`src/hw/mst_pkg.sv`:
```
package mst_pkg;

   // register map
   localparam logic [7:0] PROTO_CTRL_OFFSET = 8'h50;
   localparam logic [7:0] FRAME_STATS_OFFSET = 8'h54;
   localparam logic [31:0] PROTO_CTRL_RESET = 32'h0000_0000;
   localparam logic [31:0] PROTO_CTRL_WRITABLE = 32'h0007_F900;
   localparam logic [31:0] FRAME_STATS_RESET = 32'h0000_0000;

   // field positions in protocol_snoop_control
   localparam int unsigned IGMP_DEST_IP_CHECK_BIT = 8;
   localparam int unsigned IGMP_QUERY_SNOOP_BIT = 11;
   localparam int unsigned IGMP_QUERY_TRAP_BIT = 12;
   localparam int unsigned IGMP_OTHER_SNOOP_BIT = 13;
   localparam int unsigned IGMP_OTHER_TRAP_BIT = 14;
   localparam int unsigned MLD_REPORT_SNOOP_BIT = 15;
   localparam int unsigned MLD_REPORT_TRAP_BIT = 16;
   localparam int unsigned MLD_QUERY_SNOOP_BIT = 17;
   localparam int unsigned MLD_QUERY_TRAP_BIT = 18;

   // protocol numbers and message types
   localparam logic [7:0] IP_PROTO_IGMP = 8'h02;
   localparam logic [7:0] IPV6_NEXT_ICMPV6 = 8'h3A;
   localparam logic [3:0] CLASS_D_PREFIX = 4'hE;
   localparam logic [7:0] IGMP_TYPE_QUERY = 8'h11;
   localparam logic [7:0] IGMP_TYPE_REPORT_V1 = 8'h12;
   localparam logic [7:0] IGMP_TYPE_REPORT_V2 = 8'h16;
   localparam logic [7:0] IGMP_TYPE_LEAVE = 8'h17;
   localparam logic [7:0] IGMP_TYPE_REPORT_V3 = 8'h22;
   localparam logic [7:0] MLD_TYPE_QUERY = 8'h82;
   localparam logic [7:0] MLD_TYPE_REPORT_V1 = 8'h83;
   localparam logic [7:0] MLD_TYPE_DONE = 8'h84;
   localparam logic [7:0] MLD_TYPE_REPORT_V2 = 8'h8F;

   // ports: bit CPU_PORT of a mask is the management cpu port
   localparam int unsigned PORT_COUNT = 7;
   localparam int unsigned CPU_PORT = 6;
   localparam int unsigned STAT_WIDTH = 16;

   typedef logic [PORT_COUNT-1:0] mst_mask_type;

   typedef enum logic [2:0] {
      MST_CLASS_NONE = 3'b000,
      MST_CLASS_IGMP_QUERY = 3'b001,
      MST_CLASS_IGMP_OTHER = 3'b010,
      MST_CLASS_MLD_QUERY = 3'b011,
      MST_CLASS_MLD_REPORT = 3'b100
   } mst_class_type;

   typedef struct packed {
      logic is_ipv4;
      logic is_ipv6;
      logic [7:0] ip_proto;
      logic [31:0] dest_ip;
      logic [7:0] msg_type;
      mst_mask_type l2_mask;
   } mst_desc_type;

   typedef struct packed {
      mst_mask_type port_mask;
      logic cpu_copy;
      logic trapped;
      mst_class_type frame_class;
   } mst_verdict_type;

endpackage : mst_pkg

```
`src/hw/mst_classifier.sv`:
```
`timescale 1ns/1ps
module mst_classifier (
   // frame header summary
   input wire mst_pkg::mst_desc_type desc,
   // control fields
   input wire logic [31:0] ctrl,
   // decision
   output mst_pkg::mst_verdict_type verdict
);

   wire logic is_igmp;
   wire logic is_mld;
   wire logic class_d;
   wire logic igmp_known;
   wire logic mld_report;
   wire logic snoop_on;
   wire logic trap_only;
   wire mst_pkg::mst_class_type frame_class;
   wire mst_pkg::mst_mask_type cpu_mask;
   wire mst_pkg::mst_mask_type port_mask;

   assign class_d = desc.dest_ip[31:28] == mst_pkg::CLASS_D_PREFIX;
   assign is_igmp = desc.is_ipv4 && desc.ip_proto == mst_pkg::IP_PROTO_IGMP
      && (!ctrl[mst_pkg::IGMP_DEST_IP_CHECK_BIT] || class_d);
   assign is_mld = desc.is_ipv6 && desc.ip_proto == mst_pkg::IPV6_NEXT_ICMPV6;
   // report and leave are known types handled by fields outside this block
   assign igmp_known = desc.msg_type == mst_pkg::IGMP_TYPE_REPORT_V1
      || desc.msg_type == mst_pkg::IGMP_TYPE_REPORT_V2
      || desc.msg_type == mst_pkg::IGMP_TYPE_REPORT_V3
      || desc.msg_type == mst_pkg::IGMP_TYPE_LEAVE;
   assign mld_report = desc.msg_type == mst_pkg::MLD_TYPE_REPORT_V1
      || desc.msg_type == mst_pkg::MLD_TYPE_REPORT_V2
      || desc.msg_type == mst_pkg::MLD_TYPE_DONE;

   assign frame_class =
      (is_igmp && desc.msg_type == mst_pkg::IGMP_TYPE_QUERY) ? mst_pkg::MST_CLASS_IGMP_QUERY :
      (is_igmp && !igmp_known) ? mst_pkg::MST_CLASS_IGMP_OTHER :
      (is_mld && desc.msg_type == mst_pkg::MLD_TYPE_QUERY) ? mst_pkg::MST_CLASS_MLD_QUERY :
      (is_mld && mld_report) ? mst_pkg::MST_CLASS_MLD_REPORT :
      mst_pkg::MST_CLASS_NONE;

   assign snoop_on =
      (frame_class == mst_pkg::MST_CLASS_IGMP_QUERY
         && ctrl[mst_pkg::IGMP_QUERY_SNOOP_BIT])
      || (frame_class == mst_pkg::MST_CLASS_IGMP_OTHER
         && ctrl[mst_pkg::IGMP_OTHER_SNOOP_BIT])
      || (frame_class == mst_pkg::MST_CLASS_MLD_QUERY
         && ctrl[mst_pkg::MLD_QUERY_SNOOP_BIT])
      || (frame_class == mst_pkg::MST_CLASS_MLD_REPORT
         && ctrl[mst_pkg::MLD_REPORT_SNOOP_BIT]);

   assign trap_only = snoop_on && (
      (frame_class == mst_pkg::MST_CLASS_IGMP_QUERY && ctrl[mst_pkg::IGMP_QUERY_TRAP_BIT])
      || (frame_class == mst_pkg::MST_CLASS_IGMP_OTHER
         && ctrl[mst_pkg::IGMP_OTHER_TRAP_BIT])
      || (frame_class == mst_pkg::MST_CLASS_MLD_QUERY
         && ctrl[mst_pkg::MLD_QUERY_TRAP_BIT])
      || (frame_class == mst_pkg::MST_CLASS_MLD_REPORT
         && ctrl[mst_pkg::MLD_REPORT_TRAP_BIT]));

   assign cpu_mask = mst_pkg::mst_mask_type'(1) << mst_pkg::CPU_PORT;

   assign port_mask = trap_only ? cpu_mask :
      snoop_on ? (desc.l2_mask | cpu_mask) : desc.l2_mask;
   // one assignment, so the output variable keeps a single driver
   assign verdict = {port_mask, snoop_on && !trap_only, trap_only, frame_class};

endmodule : mst_classifier

```
`src/hw/mst_buffer.sv`:
```
`timescale 1ns/1ps
module mst_buffer #(
   parameter int unsigned WIDTH = 8
) (
   // clock and reset
   input wire logic pclk,
   input wire logic presetn,
   // fill side
   input wire logic in_valid,
   output logic in_ready,
   input wire logic [WIDTH-1:0] in_data,
   // drain side
   output logic out_valid,
   input wire logic out_ready,
   output logic [WIDTH-1:0] out_data
);

   // slot 0 is the head, so the output is a plain flop
   logic [WIDTH-1:0] mem [2];
   logic [1:0] held;
   logic [1:0] next_held;

   wire logic push = in_valid && in_ready;
   wire logic pop = held[0] && out_ready;

   assign next_held = pop ? (push ? held : {1'b0, held[1]}) : push ? {held[0], 1'b1} : held;

   always_ff @(posedge pclk or negedge presetn) begin
      if (!presetn) begin
         held <= 2'b00;
         in_ready <= 1'b1;
         mem[0] <= '0;
         mem[1] <= '0;
      end else begin
         held <= next_held;
         // ready only while the tail slot stays free; registered so the port is a flop
         in_ready <= !next_held[1];
         if (pop) begin
            mem[0] <= held[1] ? mem[1] : in_data;
            if (held[1]) begin
               mem[1] <= in_data;
            end
         end else if (push) begin
            if (held[0]) begin
               mem[1] <= in_data;
            end else begin
               mem[0] <= in_data;
            end
         end
      end
   end

   assign out_valid = held[0];
   assign out_data = mem[0];

endmodule : mst_buffer

```
`src/hw/mst_snoop_top.sv`:
```
`timescale 1ns/1ps
module mst_snoop_top #(
   parameter int unsigned STAT_WIDTH = mst_pkg::STAT_WIDTH
) (
   // clock and reset
   input wire logic pclk,
   input wire logic presetn,
   // apb slave
   input wire logic psel,
   input wire logic penable,
   input wire logic pwrite,
   input wire logic [7:0] paddr,
   input wire logic [31:0] pwdata,
   output logic [31:0] prdata,
   output logic pready,
   output logic pslverr,
   // frames from switch ports
   input wire logic in_valid,
   output logic in_ready,
   input wire mst_pkg::mst_desc_type in_desc,
   // decisions toward ports and cpu port
   output logic out_valid,
   input wire logic out_ready,
   output mst_pkg::mst_verdict_type out_verdict
);

   logic [31:0] ctrl;
   logic [STAT_WIDTH-1:0] trap_count;
   logic [STAT_WIDTH-1:0] copy_count;
   logic [31:0] next_prdata;
   logic next_pslverr;

   mst_pkg::mst_verdict_type verdict;

   wire logic setup = psel && !penable;
   wire logic access = psel && penable && pready;
   wire logic hit_ctrl = paddr == mst_pkg::PROTO_CTRL_OFFSET;
   wire logic hit_stats = paddr == mst_pkg::FRAME_STATS_OFFSET;
   wire logic accepted = in_valid && in_ready;
   wire logic [31:0] stats_word = {trap_count, copy_count};

   mst_classifier u_classifier (
      .desc(in_desc),
      .ctrl(ctrl),
      .verdict(verdict)
   );

   mst_buffer #(
      .WIDTH($bits(mst_pkg::mst_verdict_type))
   ) u_buffer (
      .pclk(pclk),
      .presetn(presetn),
      .in_valid(in_valid),
      .in_ready(in_ready),
      .in_data(verdict),
      .out_valid(out_valid),
      .out_ready(out_ready),
      .out_data(out_verdict)
   );

   // upper bits are not stored, so they read back as zero
   assign next_prdata = hit_ctrl ? ctrl : hit_stats ? stats_word : 32'h0000_0000;
   assign next_pslverr = !(hit_ctrl || hit_stats);

   // answer one cycle after setup: zero wait states
   always_ff @(posedge pclk or negedge presetn) begin
      if (!presetn) begin
         pready <= 1'b0;
         prdata <= 32'h0000_0000;
         pslverr <= 1'b0;
      end else begin
         pready <= setup;
         prdata <= setup ? next_prdata : prdata;
         pslverr <= setup && next_pslverr;
      end
   end

   always_ff @(posedge pclk or negedge presetn) begin
      if (!presetn) begin
         ctrl <= mst_pkg::PROTO_CTRL_RESET;
      end else if (access && pwrite && hit_ctrl) begin
         ctrl <= pwdata & mst_pkg::PROTO_CTRL_WRITABLE;
      end
   end

   // saturating so software never sees a wrapped count
   always_ff @(posedge pclk or negedge presetn) begin
      if (!presetn) begin
         trap_count <= '0;
         copy_count <= '0;
      end else if (access && pwrite && hit_stats) begin
         // an event in the clearing cycle is kept, not lost
         trap_count <= {{(STAT_WIDTH-1){1'b0}}, accepted && verdict.trapped};
         copy_count <= {{(STAT_WIDTH-1){1'b0}}, accepted && verdict.cpu_copy};
      end else if (accepted) begin
         if (verdict.trapped && !(&trap_count)) begin
            trap_count <= trap_count + 1'b1;
         end
         if (verdict.cpu_copy && !(&copy_count)) begin
            copy_count <= copy_count + 1'b1;
         end
      end
   end

endmodule : mst_snoop_top

```
`config.mk`:
```
export PLATFORM = sky130hd
export DESIGN_NAME = mst_snoop_top
export DESIGN_NICKNAME = d
export VERILOG_FILES = /design/src/hw/mst_pkg.sv /design/src/hw/mst_classifier.sv /design/src/hw/mst_buffer.sv /design/src/hw/mst_snoop_top.sv
export SDC_FILE = /design/constraint.sdc
export NUM_CORES = 1
export LEC_CHECK = 0
export BUFFER_PORTS_ARGS = -buffer_cell sky130_fd_sc_hd__buf_2
export CORE_ASPECT_RATIO = 1.5
export CORE_MARGIN = 2
export CORE_UTILIZATION = 55
export CTS_CLUSTER_DIAMETER = 100
export DETAILED_ROUTE_END_ITERATION = 16
export GPL_TIMING_DRIVEN = 1
export PLACE_DENSITY = 0.88
export REMOVE_ABC_BUFFERS = 1
export SYNTH_ARGS = -nofsm -noshare
export SYNTH_HDL_FRONTEND = slang
export SYNTH_SLANG_ARGS = --single-unit
export TNS_END_PERCENT = 1
```
`constraint.sdc`:
```
create_clock -name pclk -period 6.13 [get_ports pclk]
set_input_delay 0 -clock pclk [delete_from_list [all_inputs] [get_ports pclk]]
set_output_delay 0 -clock pclk [all_outputs]
set_load 0.05 [all_outputs]
```
# After elaboration in Yosys (flattened, before gate mapping)
# Index checks and enable logic that the tools add are counted.
dict set report classes {
  add_sub_neg 2
  multipliers 0
  div_mod_pow 0
  order_cmp 0
  eq_ne 21
  shift 0
  mux 23
  bitwise_logic 0
  reduce_logical 63
}
# cell n
set ops {}
lappend ops {{$mux 16} 6}
lappend ops {{$mux 32} 2}
lappend ops {{$mux 12} 4}
lappend ops {{$mux 24} 2}
lappend ops {{$add 16x1->16 const B} 2}
lappend ops {{$eq 8x5->1 const B} 4}
lappend ops {{$eq 8x8->1 const B} 4}
lappend ops {{$reduce_and 16->1} 2}
lappend ops {{$logic_and 1x1->1} 30}
lappend ops {{$eq 8x6->1 const B} 2}
lappend ops {{$eq 8x7->1 const B} 2}
lappend ops {{$mux 7} 2}
lappend ops {{$logic_or 1x1->1} 13}
lappend ops {{$mux 3} 4}
lappend ops {{$reduce_bool 2->1} 5}
lappend ops {{$eq 8x2->1 const B} 1}
lappend ops {{$logic_not 1->1} 8}
lappend ops {{$reduce_and 2->1} 4}
lappend ops {{$eq 3x2->1 const B} 2}
lappend ops {{$mux 2} 3}
lappend ops {{$eq 4x4->1 const B} 1}
lappend ops {{$ne 2x2->1 const B} 2}
lappend ops {{$eq 3x1->1 const B} 1}
lappend ops {{$eq 3x3->1 const B} 1}
lappend ops {{other kinds (2)} 2}
dict set report totals {
  register_bits 102
  latch_bits 0
  ramBits 0
  rom_bits 0
  inputBits 104
  out_inout_bits 48
  word_cells 120
  mem_count 0
}

# Depth between registers and ports, before layout
# Gate-level depths: netlist of run 1.
dict set report depth {
  depth_word 20
  depth_mapped 10
  depth_no_buf 7
}

# Hierarchy
# From an unflattened synthesis of run 1, not the netlist that was laid out.
dict set report unflattened {
  cells_unflattened 451
  hier_area_um2 5076.1
}
# module instances cells_each area_each_um2 seq_area_each_um2
set by_module_without_submodules {}
lappend by_module_without_submodules {mst_snoop_top 1 307 3428.3 1876.8}
lappend by_module_without_submodules {mst_buffer 1 98 1271.2 676.9}
lappend by_module_without_submodules {mst_classifier 1 46 376.6 0.0}

# Worst setup path before layout of run 1
# Ideal clock, no wire load.
dict set report synth_path {
  kind {input-to-reg}
  from {input in_desc[50] in the netlist's numbering}
  to {register copy_count[15]}
  setup_ns 0.078
  t_arrival_ns 2.397
  t_required_ns 6.052
  setup_slack_ns 3.655
  cell_stages 8
  path_buffers 1
  path_cell_list {or4b_4 -> a2111oi_4 -> and3b_1 -> a221o_2 -> or3b_4 -> buf_6 -> or4_1 -> a21oi_1}
}
dict set report synth_via {
  elab_chain_len 18
  elab_cells_between_ends 37
  cone_classes {6 x eq/ne; 4 x mux; 27 x reduce/logical}
}
# item line
set synth_rtl {}
lappend synth_rtl {{start: declaration} mst_snoop_top.sv:20} ;# input wire mst_pkg::mst_desc_type in_desc,
lappend synth_rtl {{$eq 8x6->1} mst_classifier.sv:25} ;# assign is_mld = desc.is_ipv6 && desc.ip_proto == mst_pkg::IPV6_NEXT_ICMPV6;
lappend synth_rtl {{$logic_and 1x1->1} mst_classifier.sv:25}
lappend synth_rtl {{$logic_and 1x1->1} mst_classifier.sv:39} ;# (is_mld && mld_report) ? mst_pkg::MST_CLASS_MLD_REPORT :
lappend synth_rtl {{$mux 3} mst_classifier.sv:39}
lappend synth_rtl {{$mux 3} mst_classifier.sv:38} ;# (is_mld && desc.msg_type == mst_pkg::MLD_TYPE_QUERY) ? mst_pkg::MST_CLASS_MLD_QUERY :
lappend synth_rtl {{$mux 3} mst_classifier.sv:37} ;# (is_igmp && !igmp_known) ? mst_pkg::MST_CLASS_IGMP_OTHER :
lappend synth_rtl {{$mux 3 *} mst_classifier.sv:36} ;# (is_igmp && desc.msg_type == mst_pkg::IGMP_TYPE_QUERY) ? mst_pkg::MST_CLASS_IGMP_QUERY :
lappend synth_rtl {{$eq 3x1->1 or $eq 3x2->1 (tied branches)} n/a}
lappend synth_rtl {{(+2 left out)} n/a}
lappend synth_rtl {{$logic_or 1x1->1 (on tied branches)} {mst_classifier.sv:47, mst_classifier.sv:56}}
lappend synth_rtl {{$logic_or 1x1->1 (on tied branches)} {mst_classifier.sv:49, mst_classifier.sv:58}}
lappend synth_rtl {{$logic_and 1x1->1} mst_classifier.sv:52} ;# assign trap_only = snoop_on && (
lappend synth_rtl {{$logic_not 1->1} mst_classifier.sv:66} ;# assign verdict = {port_mask, snoop_on && !trap_only, trap_only, frame_class};
lappend synth_rtl {{$logic_and 1x1->1 *} mst_classifier.sv:66}
lappend synth_rtl {{$logic_and 1x1->1 *} mst_snoop_top.sv:99} ;# if (verdict.cpu_copy && !(&copy_count)) begin
lappend synth_rtl {{$reduce_bool 2->1 (no line) *} n/a}
lappend synth_rtl {{$reduce_and 2->1 (no line) *} n/a}
lappend synth_rtl {{end signal: assignment} mst_snoop_top.sv:94} ;# copy_count <= {{(STAT_WIDTH-1){1'b0}}, accepted && verdict.cpu_copy};
lappend synth_rtl {{end signal: assignment} mst_snoop_top.sv:100} ;# copy_count <= copy_count + 1'b1;
lappend synth_rtl {{end: declaration} mst_snoop_top.sv:29} ;# logic [STAT_WIDTH-1:0] copy_count;
# Every way passes the cells marked *; elsewhere a longest branch is shown, timed or not.
# A chain may end at the register's enable or synchronous reset.

# Final worst setup path of run 1
dict set report layout_path {
  from {register ctrl[8]}
  to {register trap_count[15]}
}
dict set report layout_via {
  elab_chain_len 15
  elab_cells_between_ends 29
  cone_classes {4 x eq/ne; 2 x mux; 23 x reduce/logical}
}
# item line
set layout_rtl {}
lappend layout_rtl {{start: declaration} mst_snoop_top.sv:27} ;# logic [31:0] ctrl;
lappend layout_rtl {{start signal: assignment} mst_snoop_top.sv:80} ;# ctrl <= mst_pkg::PROTO_CTRL_RESET;
lappend layout_rtl {{start signal: assignment} mst_snoop_top.sv:82} ;# ctrl <= pwdata & mst_pkg::PROTO_CTRL_WRITABLE;
lappend layout_rtl {{$logic_not 1->1 *} mst_classifier.sv:24} ;# && (!ctrl[mst_pkg::IGMP_DEST_IP_CHECK_BIT] || class_d);
lappend layout_rtl {{$logic_or 1x1->1 *} mst_classifier.sv:24}
lappend layout_rtl {{$logic_and 1x1->1 *} mst_classifier.sv:24}
lappend layout_rtl {{$logic_and 1x1->1} mst_classifier.sv:37}
lappend layout_rtl {{$mux 3} mst_classifier.sv:37}
lappend layout_rtl {{$mux 3 *} mst_classifier.sv:36}
lappend layout_rtl {{$eq 3x1->1 or $eq 3x2->1 (tied branches)} n/a}
lappend layout_rtl {{$logic_and 1x1->1 (on tied branches)} n/a}
lappend layout_rtl {{$logic_or 1x1->1 (on tied branches)} {mst_classifier.sv:45, mst_classifier.sv:54}}
lappend layout_rtl {{$logic_or 1x1->1 (on tied branches)} {mst_classifier.sv:47, mst_classifier.sv:56}}
lappend layout_rtl {{$logic_or 1x1->1 (on tied branches)} {mst_classifier.sv:49, mst_classifier.sv:58}}
lappend layout_rtl {{$logic_and 1x1->1 *} mst_classifier.sv:52}
lappend layout_rtl {{$logic_and 1x1->1 *} mst_snoop_top.sv:96} ;# if (verdict.trapped && !(&trap_count)) begin
lappend layout_rtl {{$reduce_bool 2->1 (no line) *} n/a}
lappend layout_rtl {{$reduce_and 2->1 (no line) *} n/a}
lappend layout_rtl {{end signal: assignment} mst_snoop_top.sv:93} ;# trap_count <= {{(STAT_WIDTH-1){1'b0}}, accepted && verdict.trapped};
lappend layout_rtl {{end signal: assignment} mst_snoop_top.sv:97} ;# trap_count <= trap_count + 1'b1;
lappend layout_rtl {{end: declaration} mst_snoop_top.sv:28} ;# logic [STAT_WIDTH-1:0] trap_count;
# Marks and branches as above.

==> results of run 1 <==
layer usage:
| layer | routed length (um) | vias to the layer above |
|---|---|---|
| met5 | 0 | - |
| met4 | 342 | 0 |
| met3 | 452 | 27 |
| met2 | 6030 | 121 |
| met1 | 4560 | 2102 |
| li1 | - | 1996 |
final cells by class:
type | instances | share of cell area (%)
Clock buffer | 9 | 3.82
Clock inverter | 6 | 1.48
Inverter | 7 | 0.445
Multi-Input combinational cell | 344 | 36.2
Sequential cell | 102 | 43.3
Tap cell | 110 | 2.33
Timing Repair Buffer | 124 | 12.5
worst max-delay path: stages (launching register included):
cell and delay (ps):
dfrtp_1 440, a2111oi_4 370, and3b_1 240, a221o_1 290
nand3_1 620, or4_1 690, a21oi_1 150
through the flow:
stage,setup WS (ps),area [sq um]
3_5_place_dp,3030,5380
6_report,3250,5900
3_3_place_gp,3090,5380
4_1_cts,3250,5900
5_1_grt,2980,5900
2_1_floorplan,3580,4710
layout by cell type, fill, tap and decap left out, types with 5 or more instances in the layout:
cell and instances:
dfrtp_1 101, buf_2 99, nand2_1 58, o21ai_0 36
a21oi_1 34, nand3_1 26, a22o_1 23, or3_1 22
nor2_1 21, dlygate4sd3_1 21, o31ai_1 14, mux2i_1 11
a31oi_1 11, mux2_2 11, and3_1 10, nand4_1 9
clkbuf_16 9, inv_1 7, or4_1 6, nand2b_1 5
logic make-up (layout without fill, tap and decap cells):
family                   Yosys count  after routing  synth area share, %
AND/OR/NAND/NOR                  185            185                 19.9
flip-flops                       102            102                 52.0
buffers and inverters             46            146                 4.59
multiplexers                      22             22                 4.77
adder cells (fa/ha/maj)            3              3                0.765
XOR/XNOR                           1              1                0.178
AO/OA/AOI/OAI                    133            133                 17.8
power groups by stage:
stage | Combinational (mW) | Clock, mW | Sequential, mW
after floorplan | 0.136 | 0 | 0.957
after global placement | 0.407 | 0 | 0.795
after detailed placement | 0.420 | 0 | 0.801
after CTS | 0.431 | 0.608 | 0.788
after global routing | 0.459 | 0.640 | 0.797
final | 0.430 | 0.605 | 0.789
registers in the layout, summed over array words and instances, names as in the netlist, 2 cells and up:
name	cells
trap_count	16
copy_count	16
prdata	32
ctrl	9
u_buffer.held	2
u_buffer.mem	12
u_buffer.out_data	12
path summary, 6_finish.rpt:
check	slack [ps]	to	from
min reg2reg	490	u_buffer.mem[10]	u_buffer.mem[10]
max reg2reg	3250	trap_count[15]	ctrl[8]
max	3250	trap_count[15]	ctrl[8]
min in group pclk	140	u_buffer.out_data[1]	in_desc[49]
min	110	pready	presetn
max in group asynchronous	4780	u_buffer.out_data[6]	presetn
==> results.md, run 1 <==
* Fraction of the yosys area taken by sequential cells at 52.0%
* Antenna violations before repair at 0
* Setup Fix Bufs, Post-CTS at 0
* Static leakage at 2.81 nW
* ANT cells at 0
* Syn avg cell area at 9.98 sq um
* Clock Sinks at 102
* Area Overhead vs Synth at 20.2%
* DR vias at approximately 4,200
* Fillers at between 600 and 700
* CTS tree: yes
* Clock slew at reported path FFs at 70 ps
* Largest area contributor in the netlist: dfrtp_1
* Clock Skew at between 4 and 5 ps
* First-pass GRT wire length at 18,800 um
* Die area at 9710 sq um
* Multi-input logic area at 2130 sq um
* Async SR Flop Fraction at 100%
* # rows at between 40 and 50
* Largest cells by area after synthesis: dfrtp_1 51%, nand2_1 4.4%, a22o_1 4.1%
* Setup violations, final at 0
* Post-synthesis cell type count at 50
* Post-layout util at about two thirds
* Total GRT Usage at roughly a quarter
* Top-count cell post-synth: dfrtp_1
* Synth Instances at between 400 and 500
* Clk_lat worst skew at 350 ps
* Number of global-route vias before repair at 4,081
* Post-synth EDFFs at 0
* Core area at 8780 sq um
* Worst EP arrival at 3160 ps
* Tightest Hold Check Type: input pin to asynchronous set/reset pin
* Tcrit/Tclk final at 47.1%
* Slew @ Worst Pin at ~1300 ps
* Slew Limit Headroom at between 15 and 20%
* ANT nets after route at 0
* Met2 usage at around two fifths
* Placed cell count at 666
* Post-CTS Hold Buffers at 21
* Port Buffers at 100
* Synth Register Bits at 102
* Die span in x at 81.1 um
* # IOs at around 150
* CTS root buf: clkbuf_16
* Most Crowded Layer GR: met2
* Status: complete, no violations
* Mapped Area at approximately 5000 sq um
* PnR Total Power at about 1.8 mW
* Reg2reg path depth at 6
* GR Util met3 at about 4.7%
* Post-synth top cells: 101 x dfrtp_1, 58 x nand2_1, 36 x o21ai_0
* CP Max Fanout at 29
* WHS at between 100 and 150 ps
* Max Slew Vio Count at 0
* Clk pwr share at 33.2%
* Sequential power share at 43.3%
* Layout cell share with drive strength beyond 1 at 23.5%
* CTS max path bufs at 2
* Sw Share at 33.3%
* Worst endpoint required time at 6400 ps
* Fin cells at around 700
* Fmax at 0.347 GHz
* Avg WL per Cell at between 15 and 20 um
* Final setup TNS at 0 ps
* FF+latch area at around 2600 sq um
* Global Route met1 Usage at between 30% and 40%
* Pin count of the biggest net entering global routing at 76
* Final #Nets at 695
* Drt pass-1 iters at 5
* Crit path time final at 2880 ps
* Hold Vio Cnt, Final at 0
* DRC violations left at 0
* Combinational share of power at 23.6%
* CTS H-tree depth at 3
* Drt initial violations at 238
* RSZ-0062 raised after global routing: false
* Avg Vias per Cell at 6.05
* Post-CTS resize count at 0
* Critical path class: flip-flop to flip-flop
* CTS buffer count at 9
* Pint at 1.22 mW
* Maximum VDD drop at 0.000195 V
* Primary FF master, synth: dfrtp_1
* Ys Warns at 0
* MaxCap Viol Count at 0
* Drt total wl at roughly 11,000 um
* PwrDens at 309 nW/um^2
* Yosys top cell area share at 51.5%
* CP Launch Type: flip-flop
* Routability cong. at 0.811
* Congestion Overflow GR at 0
* Starting Density at 55.9%
* CP Capture Type: flip-flop
* HPWL after DPL at 7660 um
* Psw at 606 uW
* Die height at between 100 and 150 um
No activity file was read; power rests on OpenSTA's default activity.
==> inputs of run 2 (changes only) <==
Settings changed: ABC_AREA from default to 1, CORE_UTILIZATION 55 to 53, PLACE_DENSITY 0.88 to 0.84.
Clock period 6.13 ns to 2.9 ns, I/O delays scaled along.
==> run 2 against run 1 <==
Synthesized cell count rose by 38%. Via count rose by 21%. Total power rose by 110%. Clock-buffer cell count did not move. Combinational power rose by 130%. Non-clock buffer count rose by 4. Clock power rose by 92%. Sequential share of layout area fell by 4.0 points. Routed wire length rose by 24%. Maximum frequency rose by 22%. Critical path type unchanged. Largest power group unchanged. Highest routed layer unchanged.
==> results.md, run 2 <==
* Most used cell along the critical path: nand3_1
* Biggest regs: prdata: 32 flops, copy_count: 16 flops, trap_count: 16 flops
* First-pass GRT wire length at 23,300 um
* Synth Instances at 678
* Multi-input logic area at 2530 sq um
* Post-synth EDFFs at 0
* Worst EP arrival at between 2000 and 3000 ps
* Antenna violations before repair at 0
* Largest area contributor in the netlist: dfrtp_1
* Pint at 2.45 mW
* Sequential power share at a little over two fifths
* Port Buffers at 100
* Routability cong. at 0.942
* Fmax at around 0.42 GHz
* Primary FF master, synth: dfrtp_1
* Combinational share of power at about 26%
* MaxCap Viol Count at 0
* Mapped Area at approximately 5500 sq um
* Final setup TNS at 0 ps
* Clock slew at reported path FFs at around 70 ps
* Drt pass-1 iters at 4
* Layout cell share with drive strength beyond 1 at 21.4%
* Ys Warns at 0
* FF+latch area at 2550 sq um
* Sw Share at 36.3%
* HPWL after DPL at 10,000 um
* Hold Vio Cnt, Final at 0
* Die span in x at 87.4 um
* Status: complete, no violations
* ANT cells at 0
* Post-layout util at 64.1%
* Async SR Flop Fraction at 100%
* Setup violations, final at 0
* CP Launch Type: flip-flop
* Setup Fix Bufs, Post-CTS at 0
* PnR Total Power at between 3 and 4 mW
* CTS H-tree depth at 3
* Avg Vias per Cell at around 5.7
* Psw at about 1.4 mW
* Top-count cell post-synth: nand2_1
* Largest register FFs at 32
* Largest stage delay on the critical path at 430 ps
* Clk pwr share at roughly 30%
* Hold Crit Start: in_desc[55]
* Final #Nets at 884
* Tcrit/Tclk final at about four fifths
* Static leakage at 3.36 nW
* Slew Limit Headroom at 50.8%
* CP Capture Type: flip-flop
* Tightest Hold Check Type: input pin to flip-flop
* Clk_lat worst skew at 350 ps
* Top reg by flops: prdata
* Post-CTS resize count at 0
* Yosys top cell area share at 45.7%
* DR vias at 5,152
* PwrDens at 593 nW/um^2
* Worst path bufs/invs at 0
* Die area at around 11,000 sq um
* CTS buffer count at 9
* Commonest non-fill, non-tap cells in the layout: 148 x nand2_1, 101 x dfrtp_1, 99 x buf_2
* DRC violations left at 0
* Fillers at 812
* CTS root buf: clkbuf_16
* Drt total wl at 14,100 um
* Area Overhead vs Synth at 17.5%
* Largest cells by area after synthesis: dfrtp_1 46%, nand2_1 10%, o21ai_0 5.8%
* Crit-path leading delay family: simple AND/OR/NAND/NOR gates
* Reg2reg path depth at 9
* Number of global-route vias before repair at between 5,000 and 6,000
* Slew @ Worst Pin at 735 ps
* # IOs at 152
* Clock Skew at 7.31 ps
* CP Max Fanout at 17
* CTS tree: yes
* Pin count of the biggest net entering global routing at between 60 and 70
* Congestion Overflow GR at 0
* # rows at between 40 and 50
* Core area at 10,100 sq um
* Die height at between 100 and 150 um
* Fraction of the yosys area taken by sequential cells at 46.2%
* Starting Density at a little over half
* RSZ-0062 raised after global routing: false
* Hold endpoint: u_buffer.mem[2]
* Crit Reg-Reg Startpoint: trap_count[0]
* ANT nets after route at 0
* Clock Sinks at 102
* CTS max path bufs at 2
* Commonest non-fill, non-tap cell in the layout: nand2_1
* Syn avg cell area at about 8.2 sq um
* Hold Path Stages at 5
* Avg WL per Cell at 15.7 um
* Post-synthesis cell type count at 40
* Reg2reg setup slack at between 500 and 600 ps
* Total GRT Usage at 26.0%
* Critical-path cell list: ha_1, nand3_1, nor2_1, nand3_1, nor3_1, nand2_1, nand2_4, nand3_1, nand2_1
* Synth Register Bits at 102
* Slowest stage cell, crit path: dfrtp_1
* Drt initial violations at 329
* Worst endpoint required time at 3190 ps
* Worst R2R End: trap_count[2]
* Critical path class: flip-flop to flip-flop
* Maximum VDD drop at between 0.0003 and 0.0004 V
* Post-synth top cells: 148 x nand2_1, 101 x dfrtp_1, 64 x o21ai_0
* Crit path time final at 2360 ps
* Max Slew Vio Count at 0
-- run 2: changes by cell type after synthesis, sizes merged, moves of 8 or more --
cell and delta:
nand4 +28, or3 -22, and3 -8, nand3 +45
inv +49, o31ai -14, nor2 +40, a22o -23
xor2 +27, a21oi -19, o21ai +28, mux2i -11
nand2 +93
-- run 2: stage by stage --
step           instance area (sq um)  hold slack [ps]  setup WS (ps)  instances
2_1_floorplan                   5310             -296            197        638
3_3_place_gp                    6040             40.8            690        866
3_5_place_dp                    6040             51.6            619        866
4_1_cts                         6490             89.0            603        899
5_1_grt                         6490              158            318        899
6_report                        6490             84.4            540        899
-- run 2: timing repair --
item	in CTS	in global routing
hold buffers	17	0
endpoints found under the hold margin	66	0
setup endpoints to repair	0	0
-- run 2: area by class of cell --
class / count / share of cell area, %
tap: 117 / 2.25
sequential: 102 / 39.3
clock inverter: 7 / 0.886
multi-input combinational: 477 / 39.0
inverter: 59 / 3.41
clock buffer: 9 / 3.47
timing repair buffer: 128 / 11.6
-- run 2: layer usage --
layer	vias to the layer above	global-route usage (%)	wire length (um)
li1	2451	-	-
met1	2501	29.3	5480
met2	171	48.0	7550
met3	29	3.31	681
met4	0	11.7	428
met5	-	0	0
-- run 2: worst max path at each step --
stage	start	endpoint	slack [ps]	cells past startpoint
6_report	trap_count[0]	trap_count[2]	540	9
5_1_grt	copy_count[0]	copy_count[9]	320	11
4_1_cts	trap_count[0]	trap_count[3]	600	9
3_5_place_dp	trap_count[0]	trap_count[3]	620	9
3_3_place_gp	trap_count[0]	trap_count[5]	690	9
2_1_floorplan	pready	copy_count[10]	200	6
-- run 2: power groups by stage --
stage / clock network [mW] / logic (mW) / registers (mW)
floorplan: 0 / 0.314 / 2.06
global placement: 0 / 0.944 / 1.70
detailed placement: 0 / 0.973 / 1.71
CTS: 1.17 / 0.998 / 1.69
global route: 1.23 / 1.09 / 1.71
finish: 1.16 / 0.997 / 1.69
-- run 2: worst register-to-register path, stage by stage (launching register included) --
cell,delay [ps]
dfrtp_1,430
ha_1,230
nand3_1,160
nor2_1,180
nand3_1,140
nor3_1,160
nand2_1,410
nand2_4,400
nand3_1,110
nand2_1,90
-- run 2: logic make-up (layout without fill, tap and decap cells) --
kind of cell	Yosys count	count (layout)	share of synthesized area (%)
AOI/OAI and AO/OA	95	95	9.12
adders and majority gates	3	3	0.679
buffers and inverters	99	203	7.94
muxes	9	9	1.83
and+or+nand+nor	342	342	29.8
DFF	102	102	46.2
xor gates and xnor gates	28	28	4.44
==> inputs of run 3 (changes only) <==
Settings changed: CORE_UTILIZATION 53 to 48, PLACE_DENSITY 0.84 to 0.8.
Clock period 2.9 ns to 2 ns, I/O delays scaled along.
==> run 3 against run 2 <==
Maximum frequency up 31%. Combinational power increased by 47%. Critical path depth up 1. Final cell count increased by 5.6%. Clock power rose by 52%. Setup slack worse by 350 ps. Sequential power is 44% higher. Flip-flop and latch count unchanged. Hold slack lost 75 ps. Cell area grew 3.5%. Total power increased by 47%. Critical endpoint is now trap_count[11]. Largest power group unchanged. Highest routed layer unchanged.
==> results.md, run 3 (synthesis gave the netlist of run 2 again) <==
* Slew Limit Headroom at 64.0%
* DRC violations left at 0
* Slew @ Worst Pin at ~540 ps
* ANT cells at 0
* Crit path time final at 1810 ps
* Largest register FFs at 32
* Placed cell count at roughly 900
* CTS buffer count at 9
* Biggest regs: prdata: 32 flops, copy_count: 16 flops, trap_count: 16 flops
* Worst endpoint required time at 2290 ps
* Final #Nets at around 900
* Slowest stage cell, crit path: dfrtp_1
* Routability cong. at between 0.9 and 1
* Drt total wl at between 10,000 and 15,000 um
* Fin cells at ~950
* Antenna violations before repair at 0
* Critical-path cell list: nand2_1, nand3_2, clkinv_1, nand2_2, nand3_2, nand2_4, nor2_8, buf_4, nand4_1, nand2_1
* Core area at 11,400 sq um
* First-pass GRT wire length at 22,900 um
* Final setup TNS at 0 ps
* CP Max Fanout at 14
* Tightest Hold Check Type: input pin to asynchronous set/reset pin
* DR vias at around 5,000
* Die height at 135 um
* Clock slew at reported path FFs at 70 ps
* Port Buffers at 100
* Commonest non-fill, non-tap cell in the layout: nand2_1
* Number of global-route vias before repair at 4,902
* Drt pass-1 iters at 5
* Multi-input logic area at about 2600 sq um
* Clk_lat worst skew at 350 ps
* Worst EP arrival at 2090 ps
* FF+latch area at between 2000 and 3000 sq um
* HPWL after DPL at approximately 9900 um
* Status: complete, no violations
* Pin count of the biggest net entering global routing at 69
* Clock Sinks at 102
* ANT nets after route at 0
* Die span in x at roughly 92 um
* CTS tree: yes
* CTS H-tree depth at 3
* Top reg by flops: prdata
* Area Overhead vs Synth at 21.6%
* PwrDens at 844 nW/um^2
* Crit-path leading delay family: simple AND/OR/NAND/NOR gates
* CP Capture Type: flip-flop
* Total GRT Usage at 23.0%
* Fillers at 988
* Largest stage delay on the critical path at 400 ps
* CTS max path bufs at 2
* Fmax at 0.553 GHz
* RSZ-0062 raised after global routing: false
* Die area at 12,400 sq um
* Tcrit/Tclk final at 90.3%
* Max Slew Vio Count at 0
* Clock Skew at 9.70 ps
* Starting Density at approximately half
* Avg WL per Cell at 14.4 um
* # IOs at 152
* WHS at 9.82 ps
* Congestion Overflow GR at 0
* Drt initial violations at 297
* # rows at 48
* Critical path class: flip-flop to flip-flop
* Worst path bufs/invs at 2
* MaxCap Viol Count at 0
* CTS root buf: clkbuf_16
* Layout cell share with drive strength beyond 1 at approximately a quarter
* Commonest non-fill, non-tap cells in the layout: 148 x nand2_1, 101 x dfrtp_1, 99 x buf_2
* Maximum VDD drop at 0.000533 V
* CP Launch Type: flip-flop
* Static leakage at between 3 and 4 nW
* Avg Vias per Cell at 5.32
* Hold Vio Cnt, Final at 0
* Setup violations, final at 0
==> run 3: changes by cell type in the layout (fill, tap and decap cells not counted), moves of 2 or more <==
cell,delta
inv_8,-2
buf_4,+16
nor3_2,+2
nor3_1,-2
==> run 3: layer usage <==
metal	vias up	routed length, um	GRT usage, %
met5	-	0	0
met4	0	412	10.5
met3	26	514	3.28
met2	117	7190	41.3
met1	2424	5540	27.0
li1	2481	-	-
==> run 3: worst paths after layout <==
check                                       from           endpoint  slack, ps  cells after the start
min in group pclk                    in_desc[55]    u_buffer.mem[2]         90                      5
worst max register to register           ctrl[8]     trap_count[11]        190                     10
max in group asynchronous                presetn  u_buffer.in_ready       1410                      3
worst max-delay path                     ctrl[8]     trap_count[11]        190                     10
worst min register to register  u_buffer.held[1]  u_buffer.in_ready        470                      1
worst min-delay path                     presetn            ctrl[8]         10                      2
==> run 3: where the power goes <==
part	internal, mW	switching [mW]
clock	0.972	0.791
combinational	0.405	1.07
sequential	2.32	0.124
total	3.69	1.98
==> run 3: stage by stage <==
step,util (%),power (mW),setup WS (ps),cell area (sq um)
floorplan,-,3.45,-703,5310
finish,59.2,5.67,193,6720
global route,59.2,5.96,4.02,6720
detailed placement,54.8,3.91,114,6220
CTS,59.0,5.70,99.9,6690
global placement,54.8,3.87,154,6220
==> run 3: repair_timing <==
action                                  in CTS  in global routing
endpoints found under the hold margin      124                  0
hold buffers                                17                  0
gates resized for setup                      0                  6
setup buffers                                0                  0
endpoints found under the setup margin       0                 24
==> run 3: area by class of cell <==
type                    instances  share of cell area (%)
repair buffers                145                    13.3
multi-input cells             477                    38.2
inverters                      59                    3.29
clock inverters                 7                    1.10
clock buffers                   9                    3.35
flip-flops and latches        102                    38.0
well taps                     150                    2.79
